`src/pas_pkg.sv`:
```
// Constants shared by the strap-capture and PCI window block
package pas_pkg;

  // ----------------------------------------------------------------------
  // Register byte offsets on the APB
  // ----------------------------------------------------------------------
  localparam logic [7:0] OFF_CHIP_PIN_CONFIG  = 8'h00;
  localparam logic [7:0] OFF_WIN_SIZE_PCI32   = 8'h04;
  localparam logic [7:0] OFF_WIN_SIZE_PCI64   = 8'h08;
  localparam logic [7:0] OFF_MEM_WRITE_PROT   = 8'h0c;
  localparam logic [7:0] OFF_TIMER            = 8'h10;
  localparam logic [7:0] OFF_WIN_BASE_PCI32   = 8'h14;
  localparam logic [7:0] OFF_WIN_BASE_PCI64   = 8'h18;
  localparam logic [7:0] OFF_CFG_IDSEL_ADDR   = 8'h1c;

  // ----------------------------------------------------------------------
  // Field positions
  // ----------------------------------------------------------------------
  localparam int CPC_EXT4G_BIT     = 27;  // Extended 4GB addressing
  localparam int CPC_ARB32_BIT     = 16;  // 32-bit arbitration mode
  localparam int CPC_ARB64_BIT     = 9;   // 64-bit arbitration mode
  localparam int WIN_SIZE_LSB      = 24;  // Window size field 31:24
  localparam int WIN_SIZE_W        = 8;
  localparam int MWP_FINE_BIT      = 0;   // Fine granularity request
  localparam int MWP_FINE_EFF_BIT  = 1;   // Fine granularity in effect
  localparam int CFG_HIDE_MSB      = 13;  // Config address bits kept
  localparam int CFG_HIDE_LSB      = 11;  // inside the chip

  // ----------------------------------------------------------------------
  // Reset values
  // ----------------------------------------------------------------------
  localparam logic [31:0] RST_CHIP_PIN_CONFIG = 32'h0000_0000;
  localparam logic [31:0] RST_WIN_SIZE        = 32'h0000_0000;
  localparam logic [31:0] RST_WIN_BASE        = 32'h0000_0000;
  localparam logic [31:0] RST_MEM_WRITE_PROT  = 32'h0000_0000;
  localparam logic [31:0] RST_CFG_IDSEL_ADDR  = 32'h0000_0000;
  localparam logic [31:0] RST_TIMER           = 32'h0000_0000;

  // ----------------------------------------------------------------------
  // Synchroniser depth and mode encodings
  // ----------------------------------------------------------------------
  localparam int SYNC_STAGES   = 2;
  localparam logic ARB_INTERNAL = 1'b0;
  localparam logic ARB_EXTERNAL = 1'b1;

  // Capture sequencer states
  typedef enum logic [1:0] {
    CAP_WAIT_POWER = 2'b00,
    CAP_SAMPLE     = 2'b01,
    CAP_HOLD       = 2'b10
  } pas_cap_state_t;

endpackage

```
`src/pas_sync.sv`:
```
// Two-flop synchroniser bank for asynchronous pin inputs
`timescale 1ns/1ps
`default_nettype none

module pas_sync
  import pas_pkg::*;
#(
  parameter int WIDTH = 1
) (
  input  wire logic             clk_sys,
  input  wire logic             reset_n,
  input  wire logic [WIDTH-1:0] asyncIn,
  output logic      [WIDTH-1:0] syncOut
);

  // ----------------------------------------------------------------------
  // Elaboration check
  // ----------------------------------------------------------------------
  if (WIDTH < 1) begin : g_bad_width
    $error("pas_sync needs WIDTH of at least one");
  end

  logic [WIDTH-1:0] meta_q;
  logic [WIDTH-1:0] meta_d;
  logic [WIDTH-1:0] sync_q;
  logic [WIDTH-1:0] sync_d;

  // First stage is read only by the second stage
  always_comb begin
    meta_d = asyncIn;
    sync_d = meta_q;
  end

  // Register both stages
  always_ff @(posedge clk_sys or negedge reset_n) begin
    if (!reset_n) begin
      meta_q <= '0;
      sync_q <= '0;
    end else begin
      meta_q <= meta_d;
      sync_q <= sync_d;
    end
  end

  assign syncOut = sync_q;

endmodule // pas_sync

`default_nettype wire

```
`src/pas_strap_window.sv`:
```
// Strap capture, PCI memory window decode and timer with APB registers
//
// Added by the designer: register access over APB and the register offsets.
`timescale 1ns/1ps
`default_nettype none

// How it works
// (RULE1) Window size comes from bits 31:24
// (RULE2) Bit 27 extends PCI range to 4GB
// (RULE3) Extended range disables fine write-protect granularity
// (RULE4) Sample 32-bit strap during synth reset
// (RULE5) Strap low disables internal 32-bit arbiter
// (RULE6) Bit 16 reads 32-bit arbitration mode
// (RULE7) Sample 64-bit strap during synth reset
// (RULE8) Bit 9 reads 64-bit arbitration mode
// (RULE9) External arbiter must protect flash transactions
// (RULE10) Config address bits 13:11 stay internal
// (RULE11) Timers count only the PCI32 clock
// (RULE12) Captured straps hold until next power-on
module pas_strap_window
  import pas_pkg::*;
#(
  parameter int ADDR_W = 8
) (
  input  wire logic              clk_sys,
  input  wire logic              reset_n,
  // APB slave
  input  wire logic              psel,
  input  wire logic              penable,
  input  wire logic              pwrite,
  input  wire logic [ADDR_W-1:0] paddr,
  input  wire logic [31:0]       pwdata,
  output logic      [31:0]       prdata,
  output logic                   pready,
  output logic                   pslverr,
  // Power-on, strap and bus clock pins
  input  wire logic              power_valid_in,
  input  wire logic              clkSynthReset,
  input  wire logic              pci32_req2_strap,
  input  wire logic              pci64_req2_strap,
  input  wire logic              pci32ClkPin,
  // Inbound PCI addresses to decode
  input  wire logic [31:0]       pci32Addr,
  input  wire logic [31:0]       pci64Addr,
  // Results
  output logic                   pci32WinHit,
  output logic                   pci64WinHit,
  output logic                   pci32IntArbEn,
  output logic                   pci64IntArbEn,
  output logic                   fineGranEn,
  output logic      [31:0]       config_idsel_addr,
  output logic      [31:0]       timerCount
);

  // ----------------------------------------------------------------------
  // Elaboration checks
  // ----------------------------------------------------------------------
  if (ADDR_W < 8) begin : g_bad_addr
    $error("pas_strap_window needs ADDR_W of at least eight");
  end

  // ----------------------------------------------------------------------
  // Pin synchronisers
  // ----------------------------------------------------------------------
  logic powerValidS;
  logic synthResetS;
  logic strap32S;
  logic strap64S;
  logic pciClkS;

  // Straps and power pins are asynchronous to clk_sys
  pas_sync #(
    .WIDTH (5)
  ) u_sync (
    .clk_sys (clk_sys),
    .reset_n (reset_n),
    .asyncIn ({pci32ClkPin, pci64_req2_strap, pci32_req2_strap,
               clkSynthReset, power_valid_in}),
    .syncOut ({pciClkS, strap64S, strap32S, synthResetS, powerValidS})
  );

  // ----------------------------------------------------------------------
  // Strap capture sequencer
  // ----------------------------------------------------------------------
  pas_cap_state_t capState_q;
  pas_cap_state_t capState_d;
  logic           arb32Mode_q;
  logic           arb32Mode_d;
  logic           arb64Mode_q;
  logic           arb64Mode_d;

  // Capture needs no PCI clock: it runs on clk_sys while synth reset
  // is still asserted, so a stopped PCI clock cannot miss the strap
  always_comb begin
    capState_d  = capState_q;
    arb32Mode_d = arb32Mode_q;
    arb64Mode_d = arb64Mode_q;
    unique case (capState_q)
      CAP_WAIT_POWER: begin
        if (powerValidS) begin
          capState_d = CAP_SAMPLE;
        end
      end
      CAP_SAMPLE: begin
        if (!powerValidS) begin
          capState_d = CAP_WAIT_POWER;
        end else if (synthResetS) begin
          // Strap low selects an external arbiter
          arb32Mode_d = strap32S ? ARB_INTERNAL : ARB_EXTERNAL; // [RULE4]
          arb64Mode_d = strap64S ? ARB_INTERNAL : ARB_EXTERNAL; // [RULE7]
          capState_d  = CAP_HOLD;
        end
      end
      CAP_HOLD: begin
        // Only a new power cycle rearms; request pin traffic is ignored
        if (!powerValidS) begin
          capState_d = CAP_WAIT_POWER; // [RULE12]
        end
      end
      default: capState_d = CAP_WAIT_POWER;
    endcase
  end

  // Register the capture state
  always_ff @(posedge clk_sys or negedge reset_n) begin
    if (!reset_n) begin
      capState_q  <= CAP_WAIT_POWER;
      arb32Mode_q <= ARB_INTERNAL;
      arb64Mode_q <= ARB_INTERNAL;
    end else begin
      capState_q  <= capState_d;
      arb32Mode_q <= arb32Mode_d;
      arb64Mode_q <= arb64Mode_d;
    end
  end

  // ----------------------------------------------------------------------
  // APB register file
  // ----------------------------------------------------------------------
  logic        apbWrite;
  logic        apbRead;
  logic [7:0]  regAddr;
  logic        addrOk;
  logic        ext4g_q;
  logic        ext4g_d;
  logic [WIN_SIZE_W-1:0] winSize_q [2];
  logic [WIN_SIZE_W-1:0] winSize_d [2];
  logic [WIN_SIZE_W-1:0] winBase_q [2];
  logic [WIN_SIZE_W-1:0] winBase_d [2];
  logic        fineReq_q;
  logic        fineReq_d;
  logic [31:0] cfgAddr_q;
  logic [31:0] cfgAddr_d;
  logic [31:0] prdata_q;
  logic [31:0] prdata_d;
  logic        pslverr_q;
  logic        pslverr_d;
  logic [31:0] timer_q;
  logic [31:0] timer_d;

  // Zero-wait-state slave: access phase completes on its first cycle
  assign apbWrite = psel && penable && pwrite;
  assign apbRead  = psel && !penable && !pwrite;
  assign regAddr  = paddr[7:0];

  // Address decode; upper address bits must be zero
  always_comb begin
    addrOk = 1'b0;
    if (paddr[ADDR_W-1:2] == (ADDR_W-2)'(regAddr[7:2]) &&
        regAddr[1:0] == 2'h0) begin
      unique case (regAddr)
        OFF_CHIP_PIN_CONFIG, OFF_WIN_SIZE_PCI32, OFF_WIN_SIZE_PCI64,
        OFF_MEM_WRITE_PROT, OFF_TIMER, OFF_WIN_BASE_PCI32,
        OFF_WIN_BASE_PCI64, OFF_CFG_IDSEL_ADDR: addrOk = 1'b1;
        default: addrOk = 1'b0;
      endcase
    end
  end

  // Write side
  always_comb begin
    ext4g_d   = ext4g_q;
    winSize_d = winSize_q;
    winBase_d = winBase_q;
    fineReq_d = fineReq_q;
    cfgAddr_d = cfgAddr_q;
    if (apbWrite && addrOk) begin
      unique case (regAddr)
        OFF_CHIP_PIN_CONFIG: ext4g_d = pwdata[CPC_EXT4G_BIT]; // [RULE2]
        OFF_WIN_SIZE_PCI32:
          winSize_d[0] = pwdata[WIN_SIZE_LSB +: WIN_SIZE_W]; // [RULE1]
        OFF_WIN_SIZE_PCI64:
          winSize_d[1] = pwdata[WIN_SIZE_LSB +: WIN_SIZE_W]; // [RULE1]
        OFF_WIN_BASE_PCI32:
          winBase_d[0] = pwdata[WIN_SIZE_LSB +: WIN_SIZE_W];
        OFF_WIN_BASE_PCI64:
          winBase_d[1] = pwdata[WIN_SIZE_LSB +: WIN_SIZE_W];
        OFF_MEM_WRITE_PROT: fineReq_d = pwdata[MWP_FINE_BIT];
        OFF_CFG_IDSEL_ADDR: cfgAddr_d = pwdata;
        default: ext4g_d = ext4g_q; // Timer is read-only
      endcase
    end
  end

  // Read side: data is registered in the setup cycle
  always_comb begin
    prdata_d  = prdata_q;
    pslverr_d = 1'b0;
    if (apbRead) begin
      prdata_d = 32'h0000_0000;
      unique case (regAddr)
        OFF_CHIP_PIN_CONFIG: begin
          prdata_d[CPC_EXT4G_BIT] = ext4g_q;
          prdata_d[CPC_ARB32_BIT] = arb32Mode_q; // [RULE6]
          prdata_d[CPC_ARB64_BIT] = arb64Mode_q; // [RULE8]
        end
        OFF_WIN_SIZE_PCI32:
          prdata_d[WIN_SIZE_LSB +: WIN_SIZE_W] = winSize_q[0];
        OFF_WIN_SIZE_PCI64:
          prdata_d[WIN_SIZE_LSB +: WIN_SIZE_W] = winSize_q[1];
        OFF_WIN_BASE_PCI32:
          prdata_d[WIN_SIZE_LSB +: WIN_SIZE_W] = winBase_q[0];
        OFF_WIN_BASE_PCI64:
          prdata_d[WIN_SIZE_LSB +: WIN_SIZE_W] = winBase_q[1];
        OFF_MEM_WRITE_PROT: begin
          prdata_d[MWP_FINE_BIT]     = fineReq_q;
          prdata_d[MWP_FINE_EFF_BIT] = fineGranEn;
        end
        OFF_TIMER:          prdata_d = timer_q;
        OFF_CFG_IDSEL_ADDR: prdata_d = cfgAddr_q;
        default:            prdata_d = 32'h0000_0000;
      endcase
      pslverr_d = !addrOk;
    end else if (psel && penable) begin
      pslverr_d = pslverr_q;
    end
  end

  // Register file and read data
  always_ff @(posedge clk_sys or negedge reset_n) begin
    if (!reset_n) begin
      ext4g_q   <= RST_CHIP_PIN_CONFIG[CPC_EXT4G_BIT];
      winSize_q <= '{default: RST_WIN_SIZE[WIN_SIZE_LSB +: WIN_SIZE_W]};
      winBase_q <= '{default: RST_WIN_BASE[WIN_SIZE_LSB +: WIN_SIZE_W]};
      fineReq_q <= RST_MEM_WRITE_PROT[MWP_FINE_BIT];
      cfgAddr_q <= RST_CFG_IDSEL_ADDR;
      prdata_q  <= 32'h0000_0000;
      pslverr_q <= 1'b0;
    end else begin
      ext4g_q   <= ext4g_d;
      winSize_q <= winSize_d;
      winBase_q <= winBase_d;
      fineReq_q <= fineReq_d;
      cfgAddr_q <= cfgAddr_d;
      prdata_q  <= prdata_d;
      pslverr_q <= pslverr_d;
    end
  end

  assign prdata  = prdata_q;
  assign pready  = 1'b1;
  // Writes to unmapped addresses also flag an error in the access phase
  assign pslverr = psel && penable && (pwrite ? !addrOk : pslverr_q);

  // ----------------------------------------------------------------------
  // PCI32-clocked timer
  // ----------------------------------------------------------------------
  logic        pciClkDly_q;
  logic        pciClkDly_d;

  // Edge found from the synchronised copy; the PCI32 clock must be slower
  // than half of clk_sys or edges are lost
  always_comb begin
    pciClkDly_d = pciClkS;
    timer_d     = timer_q;
    if (pciClkS && !pciClkDly_q) begin
      timer_d = timer_q + 32'h0000_0001; // [RULE11]
    end
  end

  // Register the timer
  always_ff @(posedge clk_sys or negedge reset_n) begin
    if (!reset_n) begin
      pciClkDly_q <= 1'b0;
      timer_q     <= RST_TIMER;
    end else begin
      pciClkDly_q <= pciClkDly_d;
      timer_q     <= timer_d;
    end
  end

  assign timerCount = timer_q;

  // ----------------------------------------------------------------------
  // Inbound window decode, one per PCI interface
  // ----------------------------------------------------------------------
  logic [31:0] pciAddr [2];
  logic [1:0]  winHit_q;
  logic [1:0]  winHit_d;

  assign pciAddr[0] = pci32Addr;
  assign pciAddr[1] = pci64Addr;

  // Size bits mask the compared top byte; without the extension the top
  // address bit must be clear, which caps the range at 2GB
  for (genvar i = 0; i < 2; i++) begin : g_win
    always_comb begin
      winHit_d[i] = (((pciAddr[i][31:24] ^ winBase_q[i]) & winSize_q[i])
                     == 8'h00) &&                            // [RULE1]
                    (ext4g_q || !pciAddr[i][31]);            // [RULE2]
    end
  end

  // Register the hits
  always_ff @(posedge clk_sys or negedge reset_n) begin
    if (!reset_n) begin
      winHit_q <= 2'b00;
    end else begin
      winHit_q <= winHit_d;
    end
  end

  assign pci32WinHit = winHit_q[0];
  assign pci64WinHit = winHit_q[1];

  // ----------------------------------------------------------------------
  // Outputs derived from captured and programmed state
  // ----------------------------------------------------------------------
  // An external 32-bit arbiter is trusted to keep flash cycles intact
  assign pci32IntArbEn = (arb32Mode_q == ARB_INTERNAL); // [RULE5] [RULE9]
  assign pci64IntArbEn = (arb64Mode_q == ARB_INTERNAL);
  assign fineGranEn    = fineReq_q && !ext4g_q;         // [RULE3]

  // Address bits 13:11 are forced low so they never leave the chip
  always_comb begin
    config_idsel_addr = cfgAddr_q;
    config_idsel_addr[CFG_HIDE_MSB:CFG_HIDE_LSB] = 3'h0; // [RULE10]
  end

endmodule // pas_strap_window

`default_nettype wire

```
`config.mk`:
```
export PLATFORM = sky130hd
export DESIGN_NAME = pas_strap_window
export DESIGN_NICKNAME = d
export VERILOG_FILES = /design/src/pas_pkg.sv /design/src/pas_sync.sv /design/src/pas_strap_window.sv
export SDC_FILE = /design/constraint.sdc
export NUM_CORES = 1
export LEC_CHECK = 0
export ABC_AREA = 1
export BUFFER_PORTS_ARGS = -buffer_cell sky130_fd_sc_hd__clkbuf_2
export CAP_MARGIN = 20
export CORE_MARGIN = 2
export CORE_UTILIZATION = 52
export CTS_CLUSTER_SIZE = 40
export DETAILED_ROUTE_END_ITERATION = 16
export PLACE_DENSITY = 0.82
export SLEW_MARGIN = 10
export SYNTH_ARGS = -nofsm -noshare
export SYNTH_HDL_FRONTEND = slang
export SYNTH_SLANG_ARGS = --single-unit
```
`constraint.sdc`:
```
create_clock -name clk_sys -period 1.6 [get_ports clk_sys]
set_input_delay 0.32 -clock clk_sys [delete_from_list [all_inputs] [get_ports clk_sys]]
set_output_delay 0.32 -clock clk_sys [all_outputs]
set_load 0.01 [all_outputs]
```
==> Word level (Yosys, flattened, before mapping) <==
Memories as Yosys holds them, arrays and structs flattened.
Cells that the tools add are included.
{ "word_totals": {"reg_bits": 148, "latch_bits": 0, "ramBits": 0, "romBits": 32, "inputBits": 114, "out_inout_bits": 103, "word_cells": 93, "mem_count": 1} }
{ "memory_table": {"columns": ["memory", "depth", "word_bits", "read_ports", "rd_ports_with_merged_regs", "wr", "line", "text"], "rows": [
  ["(no name shown)", 32, 1, 1, 0, 0, "pas_strap_window.sv:171", "unique case (regAddr)"]
]} }
{ "classes": {"n_addsub": 1, "n_mul": 0, "div": 0, "order_cmp": 0, "n_eq_ne": 13, "shift": 0, "mux": 21, "bitwise": 6, "reduce_logical": 34} }
{ "ops": {"columns": ["op", "count"], "rows": [
  ["$add A32 B1 Y32 const B", 1],
  ["$eq A8 B5 Y1 const B", 4],
  ["$pmux W7 S2", 2],
  ["$logic_not A8 Y1", 3],
  ["$pmux W4 S6", 1],
  ["$pmux W3 S6", 1],
  ["$and A8 B8 Y8", 2],
  ["$eq A8 B4 Y1 const B", 2],
  ["$xor A8 B8 Y8", 2],
  ["$reduce_and A2 Y1", 7],
  ["$pmux W2 S3", 2],
  ["$pmux W6 S2", 1],
  ["$logic_and A1 B1 Y1", 10],
  ["$eq A8 B3 Y1 const B", 1],
  ["$mux W2", 4],
  ["$logic_not A1 Y1", 7],
  ["$mux W1", 7],
  ["$pmux W1 S7", 1],
  ["$pmux W1 S3", 2],
  ["$reduce_and A3 Y1", 2],
  ["$logic_not A2 Y1", 2],
  ["$ne A2 B2 Y1 const B", 2],
  ["$logic_not A3 Y1", 1],
  ["$ne A3 B2 Y1 const B", 1],
  ["5 further kinds", 7]
]} }

==> Logic depth before layout (Yosys ltp) <==
{ "depth": {"word_depth": 6, "mapped_depth": 10, "ltp_nobuf": 10} }

==> By module <==
A second synthesis with hierarchy kept.
{ "hier_totals": {"hier_cells": 886, "area_unflattened_um2": 7484.7} }
{ "by_module_without_submodules": {"columns": ["mod", "instances", "cells_each", "area_each_um2", "seq_area_each_um2"], "rows": [
  ["pas_strap_window", 1, 876, 7234.4, 3453.3],
  ["pas_sync", 1, 10, 250.2, 250.2]
]} }

==> Worst setup path after synthesis <==
No wires, ideal clock.
{ "synth_timing": {"path_kind": "register to register", "startpoint": "reg timer_q[1], in the netlist timerCount[1]", "endpoint": "reg timer_q[26], in the netlist timerCount[26]", "arrival_ns": 1.410, "path_slack_ns": 0.073, "stages_incl_launch_ff": 11, "path_buffers": 0, "period_less_slack_ns": 1.527, "cell_sequence": "dfrtp_1 ha_1 nand3_1 nor2_2 nand2_1 inv_1 nand2_1 nor2_1 nand2_1 nand2_1 nand2_1"} }
{ "synth_via": {"elab_chain_len": 1} }
{ "synth_lines": {"columns": ["item", "line", "text"], "rows": [
  ["from (decl)", "pas_strap_window.sv:158", "logic [31:0] timer_q;"],
  ["from (signal assigned)", "pas_strap_window.sv:288", "timer_q <= timer_d;"],
  ["$add A32 B1 Y32", "pas_strap_window.sv:277", "timer_d = timer_q + 32'h0000_0001;"]
]} }
Every way passes these cells.
A chain may end at the register's enable or synchronous reset.

==> Final worst setup path <==
{ "layout_timing": {"startpoint": "reg timer_q[7], in the netlist timerCount[7]", "endpoint": "reg timer_q[31], in the netlist timerCount[31]"} }
Same word-level chain as after synthesis.

==> flow_summary.toml <==
[status]
status = "finished, final reports clean"

[yosys]
yosys_warnings = 0
synth_seq_cells = 148
synthArstFlopShare_pct = 100
yosysSeqAreaShare_pct = 49.8
syn_avg_cell_area_um2 = 8.16
synth.distinct_cells = 38
synth-edff-count = 0
syn_area_mm2 = 0.00743
syn_inst = 910
synthFlopType = "dfrtp_1"

[layout]
layout_commonest_cell = "nand2_1"
syn2layout_area_growth_pct = 26.0
drive_gt1_share_pct = 26.4
diodes = 0
multi_input_area_mm2 = 0.00304
final_cell_mix = "263 x nand2_1, 162 x clkbuf_2, 148 x dfrtp_1, 77 x inv_1, 75 x nor2_1"
nets = 1211
final_core_util_pct = 67.2
instances_no_fill = 1289
n_fill_cell = 1166
regArea_mm2 = 0.00370
fin_area_mm2 = 0.00936

[place]
dpl-instance-area_mm2 = 0.00861
placedCellCount = 1249
place_congestion = 0.914
portBuffers = 164
detailed_place_hpwl_um = 15100

[power_and_ir_drop]
power_w = 0.00924
power_density_mw_per_mm2 = 987
switching_share_pct = 24.1
internal_power_w = 0.00701
p_clk_share_pct = 45.3
leakagePower_nw = 4.92
ir_drop_mv = 0.621
combPwrFrac_pct = 10.9
sequentialPowerShare_pct = 43.7
switching_power_w = 0.00223

[clock_tree]
worstSkewPairLatency_ns = 0.43
cts.sinks = 148
clk_path_buf_depth = 2
tritoncts = "built"
cts_made_buffers = 17
path_clk_slew_ns = 0.06
h-tree-depth = 4
root_buffer = "clkbuf_16"

[worst_hold_path]
min-delay-path-class = "in2reg"
min_path_cells = 3
hold_path.startpoint = "pwdata[18]"
whs_endpoint = "cfgAddr_q[18]"

[global_routing]
grtUsageTotal_pct = 28.3
grt_pass1_vias = 6623
grt_max_degree = 52
overflow = 0
grt_first_pass_wirelength_um = 32800
antenna_found_initial = 0

[worst_setup_path]
rr_worst_depth = 7
crit_required_ns = 1.91
startpoint_type = "register"
critPathTopFamily = "simple AND/OR/NAND/NOR gates"
regToRegEndpoint = "timerCount[31]"
cp-end-kind = "register"
crit_path_max_fanout = 4
critPathMostFrequentCell = "nand2_1"
timing.rr.start = "timerCount[7]"
path_cells = "nand2_1 > nor2_2 > nand2_1 > nor2_4 > nand3_1 > o21ai_0 > nand2_1"
path_class = "reg2reg"
crit_arrival_ns = 1.86
rrSetupSlack_ns = 0.05
path_buf_inv = 0
critPathSlowestCell = "dfrtp_1"
max_stage_delay_ns = 0.41

[timing]
slew_viol_final = 0
period_minus_slack_ns = 1.55
finalCritPeriodShare_pct = 96.8
fin_skew_ns = 0.00958
setup_violations = 0
hold_viol = 0
fmax_ghz = 0.646
holdWs_ns = 0.100
rsz0062_at_grt = "yes"

[floorplan]
rows = 43
fp.coreArea_mm2 = 0.0139
initial_core_util_pct = 53.3
die_w_um = 124
ios = 217
die_area_mm2 = 0.0153
die_h_um = 124

[drt]
viasPerCell = 5.32
drc_errors = 0
drt_wl_total_um = 20400
firstDrtPassIters = 5
drtIter0Drc = 527
final_antenna_net_count = 0
vias = 6860
routedWlPerCell_um = 15.8

[run]
drv_cap = 0
[Yosys cell counts, types with 2 or more instances]
cell	n	share of area (%)
o211ai_1	6	0.61
nor2_4	13	2.0
inv_1	77	3.9
o21a_1	3	0.30
conb_1	2	0.10
nand3_1	67	4.5
nand2_2	4	0.34
inv_2	6	0.30
xnor2_1	6	0.71
a21oi_1	18	1.2
buf_6	8	1.2
or2_2	2	0.17
o22ai_1	9	0.76
a31oi_1	11	0.93
nand2_4	3	0.45
nand2_1	265	13
clkbuf_1	12	0.61
nor2_2	3	0.25
o21ai_1	16	1.1
o21ai_0	66	4.4
nor3_1	5	0.34
buf_4	37	3.7
xor2_1	22	2.6
buf_2	3	0.20
dfrtp_1	148	50
nor2_1	81	4.1
nand4_1	6	0.51
[through the flow]
stage / TNS (ns) / setup WS, ns
6_report: 0 / 0.0512
5_1_grt: -0.0373 / -0.0288
4_1_cts: -0.00386 / -0.00386
3_5_place_dp: -0.916 / -0.0914
3_3_place_gp: -0.209 / -0.0289
2_1_floorplan: 0 / 0.0732
[worst max-delay path by stage]
stage | to | slack, ns | cells after the start | from
after floorplan | timerCount[26] | 0.07 | 10 | timerCount[1]
after global placement | winSize_q[9] | -0.03 | 8 | paddr[6]
after detailed placement | winSize_q[15] | -0.09 | 8 | paddr[6]
after CTS | timerCount[24] | -0.004 | 8 | timerCount[0]
after global routing | timerCount[31] | -0.03 | 7 | timerCount[7]
final | timerCount[31] | 0.05 | 7 | timerCount[7]
[logic make-up (layout without fill, tap and decap cells)]
| family | count (synthesis) | after routing | share of synthesized area (%) |
|---|---|---|---|
| other cells | 2 | 4 | 0.101 |
| flops | 148 | 148 | 49.8 |
| simple gates | 454 | 454 | 26.8 |
| xor+xnor | 28 | 28 | 3.30 |
| fa+ha+maj | 1 | 1 | 0.168 |
| buf+inv | 145 | 342 | 10.1 |
| compound gates | 132 | 132 | 9.63 |
[flip-flops by register name, summed over array words and instances (netlist names), 5 cells and up]
name            count
winSize_q          16
u_sync.meta_q       5
timerCount         32
u_sync.syncOut      5
cfgAddr_q          32
winBase_q          16
prdata             32
[layout make-up]
cell class                 instances  share of cell area [%]
sequential                       148                    39.6
multi-input combinational        619                    32.5
timing repair buffer             226                    15.6
clock buffer                      22                    4.96
inverter                          84                    3.37
tap                              180                    2.41
clock inverter                    10                    1.64
[power groups by stage]
stage | logic [W] | registers [W] | clock network [W]
2_1_floorplan | 0.000326 | 0.00417 | 0
3_3_place_gp | 0.000948 | 0.00409 | 0
3_5_place_dp | 0.000968 | 0.00410 | 0
4_1_cts | 0.000992 | 0.00404 | 0.00423
5_1_grt | 0.00111 | 0.00407 | 0.00441
6_report | 0.00101 | 0.00404 | 0.00419
[routing by layer]
metal  vias to the layer above  track usage (%)  share of wire [%]  wire length, um
li1                       3253                -                  -                -
met1                      3270             35.7                 40             8220
met2                       286             47.4                 49            10100
met3                        51             6.32                7.3             1480
met4                         0             11.1                3.0              619
met5                         -                0                  0                0
[worst min-delay path: stages]
cell and delay, ns:
clkbuf_2 0.07, nand2_1 0.04, nand2_1 0.05
[repair_timing]
action | CTS | global route
setup buffers | 0 | 2
setup endpoints to repair | 5 | 17
hold buffers | 5 | 1
pin swaps | 0 | 2
gates resized for setup | 3 | 15
hold endpoints to repair | 37 | 1
Note: power is estimated with default switching activity, not from simulation.
